[src/core/mvo_pkg.sv]
package mvo_pkg;

    localparam int          ADDR_W         = 12;
    // Register byte offsets
    localparam logic [11:0] ADDR_INSTR     = 12'h000;
    localparam logic [11:0] ADDR_WORK      = 12'h004;
    localparam logic [11:0] ADDR_STATUS    = 12'h008;
    localparam logic [11:0] ADDR_CONFIG    = 12'h00C;
    localparam logic [11:0] ADDR_LAST      = 12'h010;
    localparam logic [2:0]  FILE_PAGE      = 3'h1;
    // Reset values
    localparam logic [7:0]  RST_WORK       = 8'h00;
    localparam logic [7:0]  RST_STATUS     = 8'h00;
    localparam logic [7:0]  RST_CONFIG     = 8'hFF;
    localparam logic [13:0] RST_INSTR      = 14'h0000;
    // Status field
    localparam int          ST_ZERO        = 0;
    // Opcode fields
    localparam logic [5:0]  OP_OR_FILE     = 6'h04;
    localparam logic [5:0]  OP_COPY_FILE   = 6'h08;
    localparam logic [6:0]  OP_STORE_WORK  = 7'h01;
    localparam logic [13:0] OP_CONFIG_LOAD = 14'h0062;
    localparam int          DEST_BIT       = 7;
    // Responses
    localparam logic [1:0]  RESP_OKAY      = 2'h0;
    localparam logic [1:0]  RESP_SLVERR    = 2'h2;

    typedef enum logic [2:0] {
        KIND_NONE  = 3'h0,
        KIND_OR    = 3'h1,
        KIND_COPY  = 3'h3,
        KIND_STORE = 3'h2,
        KIND_CFG   = 3'h6
    } mvo_kind_t;

endpackage : mvo_pkg

[src/core/mvo_exec.sv]
`timescale 1ns/10ps
module mvo_exec
    import mvo_pkg::*;
(
    // Instruction and operands
    input  wire logic [13:0] instr,
    input  wire logic [7:0]  work_val,
    input  wire logic [7:0]  file_val,
    // Effects
    output mvo_kind_t        kind,
    output logic [7:0]       result,
    output logic             work_we,
    output logic             file_we,
    output logic             zero_we,
    output logic             zero_val,
    output logic             cfg_we
);

    always_comb begin
        kind    = KIND_NONE;
        result  = work_val;
        work_we = 1'b0;
        file_we = 1'b0;
        zero_we = 1'b0;
        cfg_we  = 1'b0;
        if (instr[13:8] == OP_OR_FILE) begin
            kind    = KIND_OR;
            result  = work_val | file_val;
            zero_we = 1'b1;
            file_we = instr[DEST_BIT];
            work_we = !instr[DEST_BIT];
        end else if (instr[13:8] == OP_COPY_FILE) begin
            kind    = KIND_COPY;
            result  = file_val;
            zero_we = 1'b1;
            file_we = instr[DEST_BIT];
            work_we = !instr[DEST_BIT];
        end else if (instr[13:7] == OP_STORE_WORK) begin
            kind    = KIND_STORE;
            file_we = 1'b1;
        end else if (instr == OP_CONFIG_LOAD) begin
            kind    = KIND_CFG;
            cfg_we  = 1'b1;
        end
        zero_val = (result == 8'h00);
    end

endmodule : mvo_exec

[src/core/mvo_core.sv]
// Design decisions made here: register access over AXI4-Lite and the address map.
`timescale 1ns/10ps
module mvo_core
    import mvo_pkg::*;
#(
    parameter int FILE_DEPTH = 128
)(
    // Clock and reset
    input  wire logic              aclk,
    input  wire logic              aresetn,
    // Write address
    input  wire logic [ADDR_W-1:0] awaddr,
    input  wire logic              awvalid,
    output logic                   awready,
    // Write data
    input  wire logic [31:0]       wdata,
    input  wire logic [3:0]        wstrb,
    input  wire logic              wvalid,
    output logic                   wready,
    // Write response
    output logic [1:0]             bresp,
    output logic                   bvalid,
    input  wire logic              bready,
    // Read address
    input  wire logic [ADDR_W-1:0] araddr,
    input  wire logic              arvalid,
    output logic                   arready,
    // Read data
    output logic [31:0]            rdata,
    output logic [1:0]             rresp,
    output logic                   rvalid,
    input  wire logic              rready
);

    ////////////////////////////////////////////////////////////////////////////
    logic [ADDR_W-1:0] aw_addr_reg;
    logic              aw_held_reg;
    logic [31:0]       w_data_reg;
    logic [3:0]        w_strb_reg;
    logic              w_held_reg;
    logic              bvalid_reg;
    logic [1:0]        bresp_reg;
    logic              rvalid_reg;
    logic [31:0]       rdata_reg;
    logic [1:0]        rresp_reg;
    logic [7:0]        work_reg;
    logic [7:0]        status_reg;
    logic [7:0]        config_reg;
    logic [13:0]       instr_reg;
    mvo_kind_t         last_kind_reg;
    logic [7:0]        file_mem [FILE_DEPTH];

    logic              wr_go;
    logic              exec_go;
    logic [6:0]        exec_f;
    mvo_kind_t         kind;
    logic [7:0]        result;
    logic              work_we;
    logic              file_we;
    logic              zero_we;
    logic              zero_val;
    logic              cfg_we;

    // Shared by the read and write decoders
    function automatic logic is_file(input logic [ADDR_W-1:0] a);
        return (a[11:9] == FILE_PAGE) && (a[1:0] == 2'h0);
    endfunction : is_file

    function automatic logic is_mapped(input logic [ADDR_W-1:0] a);
        return is_file(a) || a == ADDR_INSTR || a == ADDR_WORK || a == ADDR_STATUS
            || a == ADDR_CONFIG || a == ADDR_LAST;
    endfunction : is_mapped

    ////////////////////////////////////////////////////////////////////////////
    // Write channel: address and data taken in either order
    assign awready = !aw_held_reg;
    assign wready  = !w_held_reg;
    assign bvalid  = bvalid_reg;
    assign bresp   = bresp_reg;
    assign wr_go   = aw_held_reg && w_held_reg && !bvalid_reg;

    always_ff @(posedge aclk) begin
        if (!aresetn) begin
            aw_held_reg <= 1'b0;
            aw_addr_reg <= '0;
        end else if (awvalid && !aw_held_reg) begin
            aw_held_reg <= 1'b1;
            aw_addr_reg <= awaddr;
        end else if (wr_go) begin
            aw_held_reg <= 1'b0;
        end
    end

    always_ff @(posedge aclk) begin
        if (!aresetn) begin
            w_held_reg <= 1'b0;
            w_data_reg <= '0;
            w_strb_reg <= '0;
        end else if (wvalid && !w_held_reg) begin
            w_held_reg <= 1'b1;
            w_data_reg <= wdata;
            w_strb_reg <= wstrb;
        end else if (wr_go) begin
            w_held_reg <= 1'b0;
        end
    end

    always_ff @(posedge aclk) begin
        if (!aresetn) begin
            bvalid_reg <= 1'b0;
            bresp_reg  <= RESP_OKAY;
        end else if (wr_go) begin
            bvalid_reg <= 1'b1;
            bresp_reg  <= is_mapped(aw_addr_reg) ? RESP_OKAY : RESP_SLVERR;
        end else if (bready) begin
            bvalid_reg <= 1'b0;
        end
    end

    ////////////////////////////////////////////////////////////////////////////
    // Execution: a full 14-bit write to the instruction register runs it at once
    assign exec_go = wr_go && aw_addr_reg == ADDR_INSTR && w_strb_reg[1:0] == 2'h3;
    assign exec_f  = w_data_reg[6:0];

    mvo_exec u_exec (
        .instr    (w_data_reg[13:0]),
        .work_val (work_reg),
        .file_val (file_mem[exec_f]),
        .kind     (kind),
        .result   (result),
        .work_we  (work_we),
        .file_we  (file_we),
        .zero_we  (zero_we),
        .zero_val (zero_val),
        .cfg_we   (cfg_we)
    );

    always_ff @(posedge aclk) begin
        if (!aresetn) begin
            instr_reg     <= RST_INSTR;
            last_kind_reg <= KIND_NONE;
        end else if (exec_go) begin
            instr_reg     <= w_data_reg[13:0];
            last_kind_reg <= kind;
        end
    end

    always_ff @(posedge aclk) begin
        if (!aresetn) begin
            work_reg <= RST_WORK;
        end else if (exec_go && work_we) begin
            work_reg <= result;
        end else if (wr_go && aw_addr_reg == ADDR_WORK && w_strb_reg[0]) begin
            work_reg <= w_data_reg[7:0];
        end
    end

    // Only Z is touched by execution; the other flags keep their value
    always_ff @(posedge aclk) begin
        if (!aresetn) begin
            status_reg <= RST_STATUS;
        end else if (exec_go && zero_we) begin
            status_reg[ST_ZERO] <= zero_val;
        end else if (wr_go && aw_addr_reg == ADDR_STATUS && w_strb_reg[0]) begin
            status_reg <= w_data_reg[7:0];
        end
    end

    // Bus path kept so software can avoid the legacy load
    always_ff @(posedge aclk) begin
        if (!aresetn) begin
            config_reg <= RST_CONFIG;
        end else if (exec_go && cfg_we) begin
            config_reg <= work_reg;
        end else if (wr_go && aw_addr_reg == ADDR_CONFIG && w_strb_reg[0]) begin
            config_reg <= w_data_reg[7:0];
        end
    end

    // Data memory has no reset; software initialises it
    always_ff @(posedge aclk) begin
        if (exec_go && file_we) begin
            file_mem[exec_f] <= (kind == KIND_STORE) ? work_reg : result;
        end else if (wr_go && is_file(aw_addr_reg) && w_strb_reg[0]) begin
            file_mem[aw_addr_reg[8:2]] <= w_data_reg[7:0];
        end
    end

    ////////////////////////////////////////////////////////////////////////////
    // Read channel: one cycle from address to data
    assign arready = !rvalid_reg;
    assign rvalid  = rvalid_reg;
    assign rdata   = rdata_reg;
    assign rresp   = rresp_reg;

    always_ff @(posedge aclk) begin
        if (!aresetn) begin
            rvalid_reg <= 1'b0;
            rdata_reg  <= '0;
            rresp_reg  <= RESP_OKAY;
        end else if (arvalid && !rvalid_reg) begin
            rvalid_reg <= 1'b1;
            rresp_reg  <= is_mapped(araddr) ? RESP_OKAY : RESP_SLVERR;
            if (is_file(araddr)) begin
                rdata_reg <= {24'h000000, file_mem[araddr[8:2]]};
            end else begin
                case (araddr)
                    ADDR_INSTR:  rdata_reg <= {18'h00000, instr_reg};
                    ADDR_WORK:   rdata_reg <= {24'h000000, work_reg};
                    ADDR_STATUS: rdata_reg <= {24'h000000, status_reg};
                    ADDR_CONFIG: rdata_reg <= {24'h000000, config_reg};
                    ADDR_LAST:   rdata_reg <= {29'h00000000, last_kind_reg};
                    default:     rdata_reg <= 32'h00000000;
                endcase
            end
        end else if (rready) begin
            rvalid_reg <= 1'b0;
        end
    end
endmodule : mvo_core

[config.mk]
export PLATFORM = sky130hd
export DESIGN_NAME = mvo_core
export DESIGN_NICKNAME = d
export VERILOG_FILES = /design/src/core/mvo_pkg.sv /design/src/core/mvo_exec.sv /design/src/core/mvo_core.sv
export SDC_FILE = /design/constraint.sdc
export NUM_CORES = 2
export LEC_CHECK = 0
export BUFFER_PORTS_ARGS = -buffer_cell sky130_fd_sc_hd__buf_2
export CAP_MARGIN = 20
export CORE_ASPECT_RATIO = 0.75
export CORE_MARGIN = 2
export CORE_UTILIZATION = 60
export CTS_BUF_LIST = sky130_fd_sc_hd__clkbuf_4
export DETAILED_ROUTE_END_ITERATION = 12
export GPL_ROUTABILITY_DRIVEN = 1
export PLACE_DENSITY = 0.87
export RECOVER_POWER = 100
export SYNTH_ARGS = -nofsm -noshare
export SYNTH_HDL_FRONTEND = slang
export SYNTH_SLANG_ARGS = --single-unit
[constraint.sdc]
create_clock -name aclk -period 8.2 [get_ports aclk]
set_input_delay 0.41 -clock aclk [delete_from_list [all_inputs] [get_ports aclk]]
set_output_delay 0.41 -clock aclk [all_outputs]
set_load 0.01 [all_outputs]
# ---- Word-level counts from Yosys, hierarchy flattened
# Memories as Yosys holds them, arrays and structs flattened. A register that Yosys moved wholly into a read port is not among the register bits.
# Cells that the tools add are included.
dict set report totals {
  register_bits 109
  ram_bits 1024
  inputBits 67
  elab_cells 130
  n_memories 1
}
# memory depth word_bits read_ports rd_clocked_by_memory_dff wr line
set memory_table {}
lappend memory_table {file_mem 128 8 2 1 1 mvo_core.sv:51} ;# logic [7:0] file_mem [FILE_DEPTH];
dict set report classes {
  eq_ne 16
  muxes 45
  bitwise_logic 2
  reduce_logical 50
}
# operator n
set ops {}
lappend ops {{case mux 14 bit (5 select lines)} 1}
lappend ops {{2-to-1 mux 8 bit} 8}
lappend ops {{equality test 12 x 4 -> 1 bit, second input constant} 4}
lappend ops {{2-to-1 mux 1 bit} 26}
lappend ops {{equality test 12 x 3 -> 1 bit, second input constant} 2}
lappend ops {{equality test 12 x 5 -> 1 bit, second input constant} 2}
lappend ops {{logical NOT 12 bit} 2}
lappend ops {{logical AND 1 bit} 21}
lappend ops {{2-to-1 mux 7 bit} 3}
lappend ops {{equality test 14 x 7 -> 1 bit, second input constant} 1}
lappend ops {{2-to-1 mux 14 bit} 1}
lappend ops {{nonzero test 2 bit} 7}
lappend ops {{2-to-1 mux 3 bit} 4}
lappend ops {{logical OR 1 bit} 10}
lappend ops {{logical NOT 8 bit} 1}
lappend ops {{bitwise OR 8 bit} 1}
lappend ops {{OR reduction 8 bit} 1}
lappend ops {{equality test 7 x 1 -> 1 bit, second input constant} 1}
lappend ops {{equality test 3 x 1 -> 1 bit, second input constant} 2}
lappend ops {{equality test 6 x 3 -> 1 bit, second input constant} 1}
lappend ops {{equality test 6 x 4 -> 1 bit, second input constant} 1}
lappend ops {{logical NOT 1 bit} 5}
lappend ops {{logical NOT 2 bit} 2}
lappend ops {{2-to-1 mux 2 bit} 2}
lappend ops {{4 further kinds} 4}

# ---- Logic depth before layout (Yosys ltp)
dict set report logic_depth {
  word_depth 9
  mapped_depth 13
}

# ---- By module
# A second synthesis with hierarchy kept.
dict set report unflattened {
  cells_unflattened 2890
  area_unflattened_um2 52597.9
}
# mod instances cells_each area_each_um2 seq_area_each_um2
set by_module_without_submodules {}
lappend by_module_without_submodules {mvo_core 1 2858 52345.2 32671.3}
lappend by_module_without_submodules {mvo_exec 1 32 252.7 0.0}

# ---- Least setup slack after synthesis
# OpenSTA, ideal clock, no wires.
dict set report synth_path {
  path_type {register -> register}
  startpoint {register (tool-made name)}
  endpoint {memory file_mem[0][2] (data pin)}
  setup_ns 0.968
  t_arrival_ns 5.984
  required_time_ns 7.232
  setup_slack_ns 1.248
  path_stages_with_launch 12
  n_path_buf 4
  synth_period_minus_slack_ns 6.952
  cell_sequence {dfxtp_1 -> buf_6 -> buf_6 -> buf_4 -> buf_2 -> mux2i_1 -> o221ai_1 -> a21oi_1 -> nor3_1 -> a211oi_1 -> or3_1 -> a31oi_1}
}
# element line
set synth_rtl {}
lappend synth_rtl {{end: declaration} mvo_core.sv:51}

==> impl_metrics.py <==
metrics = {
    "run_status": {
        "status": "finished with violations",
        "violations": "capacitance limit, slew limit",
    },
    "synthesis": {
        "ys_top_cells_by_area": "edfxtp_1, mux4_2, dfxtp_1",
        "synth_cell_types": 61,
        "synth-edff-count": 1024,
        "yosysTopAreaCellShare": 0.587,
        "yosysWarnings": 0,
        "syn_inst": 2937,
        "synth_top_family_by_area": "multiplexers",
        "synth-compound-area-share": 0.0420,
        "synth_fa_ha_area_frac": 0,
        "async_flop_share": 0,
        "yosys_most_used_dff": "edfxtp_1",
        "synth_top_area_cell": "edfxtp_1",
        "ys_seq_area_frac": 0.624,
        "synth-seq-cells": 1120,
        "synthSimpleGateAreaFrac": 0.0458,
        "synth-xor-area-share": 0.000167,
        "synth_area_per_cell_um2": 17.8,
        "syn_area_um2": 52400,
        "synthMuxAreaShare": 0.263,
    },
    "clock_tree": {
        "cts_root_buffer": "clkbuf_4",
        "postCtsSetupBuffers": 0,
        "cts_buffers": 281,
        "clk_path_buf_depth": 4,
        "ctsResizeCount": 0,
        "cts_tree": "done",
        "htree_levels": 5,
        "cts.sinks": 1120,
        "insertion_delay_ns": 1.21,
        "cts.clk_slew.worst_paths_ns": 0.07,
    },
    "timing": {
        "tns_ns": 0,
        "period_minus_slack_ns": 7.06,
        "finalHoldViolCount": 0,
        "slew_viol_final": 118,
        "fin_skew_ns": 0.102,
        "slew_headroom": -0.831,
        "hold_ws_ns": 0.0376,
        "max_freq_ghz": 0.142,
        "period_share": 0.861,
        "setup_violations": 0,
        "worst_pin_slew_ns": 2.75,
        "rsz0062_at_grt": "false",
    },
    "global_route": {
        "grt_pass1_vias": 34400,
        "grt_max_degree": 129,
        "grt_first_pass_wirelength_um": 231000,
        "antenna_found_initial": 10,
        "grt_overflow": 0,
        "grtUsageTotal": 0.359,
    },
    "worst_setup_path": {
        "crit_type": "reg -> reg",
        "crit_path_end_kind": "register",
        "crit_top_cell": "buf_4",
        "cpLargestDelayFamily": "flip-flops",
        "critPathMaxStageDelay_ns": 1.92,
        "cp.required_ns": 8.98,
        "critPathBufInv": 2,
        "cp-endpoint": "file_mem[114][6]",
        "crit_chain": "buf_4 > mux4_2 > a22oi_1 > a31oi_1 > nor4_1 > o311ai_0 > mux2_4 > buf_4",
        "cp_slowest_cell": "dfxtp_1",
        "r2r_end": "file_mem[114][6]",
        "arrival_ns": 7.84,
        "reg2reg_slack_ns": 1.14,
        "worstPathMaxFanout": 74,
        "start_kind": "register",
        "crit_cells": 8,
        "r2r_cells": 8,
    },
    "final_layout": {
        "layout-drive-gt1-share": 0.326,
        "regMostFlops": "file_mem",
        "largest_reg_flops": 1024,
        "final_area_um2": 57600,
        "layout_common_cells": "edfxtp_1, mux4_2, clkbuf_4",
        "area_growth_pct": 10.1,
        "fill_cells": 5363,
        "nNetsFinal": 3278,
        "final_common_cell": "edfxtp_1",
    },
    "placement": {
        "postPlaceCellArea_um2": 53600,
        "hpwl_um": 101000,
        "gp_congestion": 0.992,
        "io_buffers": 67,
    },
    "route": {
        "drtIter0Drc": 6735,
        "routed_via_density": 7.56,
        "firstDrtPassIters": 10,
        "ant_nets": 0,
        "drc": 0,
        "wl_per_cell_um": 35.2,
        "drt-total-wl_um": 160000,
        "num_vias": 34400,
    },
    "hold_path": {
        "hold_start": "wdata[2]",
        "hold_path_class": "in -> reg",
    },
    "power": {
        "peakVddDrop_mv": 0.166,
        "pwr-share-clk": 0.383,
        "leakage_nw": 18.2,
        "p_comb_frac": 0.094,
        "power_density_nw_per_um2": 209,
        "switchingPower_w": 0.00303,
        "p_int_w": 0.00903,
        "netSwitchingFraction": 0.251,
        "seqPwrFrac": 0.523,
    },
    "floorplan": {
        "start_util": 0.608,
        "row_count": 93,
        "die_area_um2": 89700,
        "die_w_um": 345,
        "die_h_um": 260,
        "coreArea_um2": 86100,
        "io_pins": 108,
    },
    "run": {
        "maxCapViolations": 8,
    },
}
==> synthesized netlist by cell type (6+ instances only) <==
master and instances:
nand3_1 43, a21oi_1 90, and2_1 6, nor2_1 227, buf_1 23, clkbuf_1 111, nand2b_1 16, a22oi_1 42
mux2i_1 123, o21ai_0 39, mux4_2 548, nor2b_1 21, a211oi_1 16, nor3b_1 6, a221o_1 7, a31oi_1 22
nor3_1 23, edfxtp_1 1024, buf_4 41, a221oi_1 8, a311oi_1 6, nand2_1 146, inv_1 17, mux2_2 19
o221ai_1 35, buf_6 10, nand4_1 9, dfxtp_1 96, o22ai_1 16, or2_2 9, buf_2 59, nor4_1 13
o211ai_1 14
==> routing by layer <==
metal / wire [um] / global-route usage / vias to the layer above
met1: 50700 / 0.461 / 17000
met2: 69400 / 0.513 / 3656
met3: 31000 / 0.178 / 773
met4: 9140 / 0.177 / 12
met5: 83 / 0 / -
li1: - / - / 13000
==> power groups by stage <==
stage | clock network, W | logic, W | registers [W]
floorplan | 0 | 0.000696 | 0.00644
global placement | 0 | 0.00101 | 0.00643
detailed placement | 0 | 0.00105 | 0.00643
CTS | 0.00457 | 0.00107 | 0.00631
global route | 0.00489 | 0.00116 | 0.00631
finish | 0.00461 | 0.00114 | 0.00631
==> worst min-delay path by stage <==
stage | to | slack (ns) | cells past startpoint
finish | register | 0.04 | 4
global route | w_data_reg[11] | 0.03 | 4
CTS | w_data_reg[10] | 0.006 | 4
detailed placement | bresp[1] | 0.45 | 2
global placement | bresp[1] | 0.45 | 2
floorplan | aw_addr_reg[10] | 0.44 | 2
==> repair_timing <==
action / in CTS / in global routing
hold buffers: 58 / 0
endpoints found under the setup margin: 0 / 0
hold endpoints to repair: 58 / 0
==> final cells by class <==
type                       instances  area (um^2)  area share
timing repair buffer             216         1580      0.0275
tap                             1140         1430      0.0247
sequential                      1120        32700       0.567
inverter                          20         75.1     0.00130
clock buffer                     407         3060      0.0530
multi-input combinational       1572        18500       0.321
clock inverter                    64          294     0.00510
antenna                           14         35.0    0.000608
==> stage by stage <==
step	setup WS, ns	power [W]	utilization	instances
after CTS	2.58	0.0120	0.669	4511
after floorplan	1.25	0.00713	-	2956
after global routing	1.07	0.0124	0.669	4549
final	1.14	0.0121	0.669	4553
after global placement	2.89	0.00744	0.623	3980
after detailed placement	2.64	0.00748	0.623	3982
==> worst reg2reg max path, cell delays in order, from the launching register on <==
cell and delay, ns:
dfxtp_1 1.92, buf_4 0.92, mux4_2 0.63, a22oi_1 0.19, a31oi_1 0.15, nor4_1 1.04, o311ai_0 0.55, mux2_4 0.70
buf_4 0.54
==> cells by family after synthesis <==
kind of cell,count (synthesis)
DFF,1120
muxes,690
and+or+nand+nor,537
AOI/OAI and AO/OA,324
buffers and inverters,264
xor gates and xnor gates,1
other,1
Note: power is estimated with default switching activity, not from simulation.
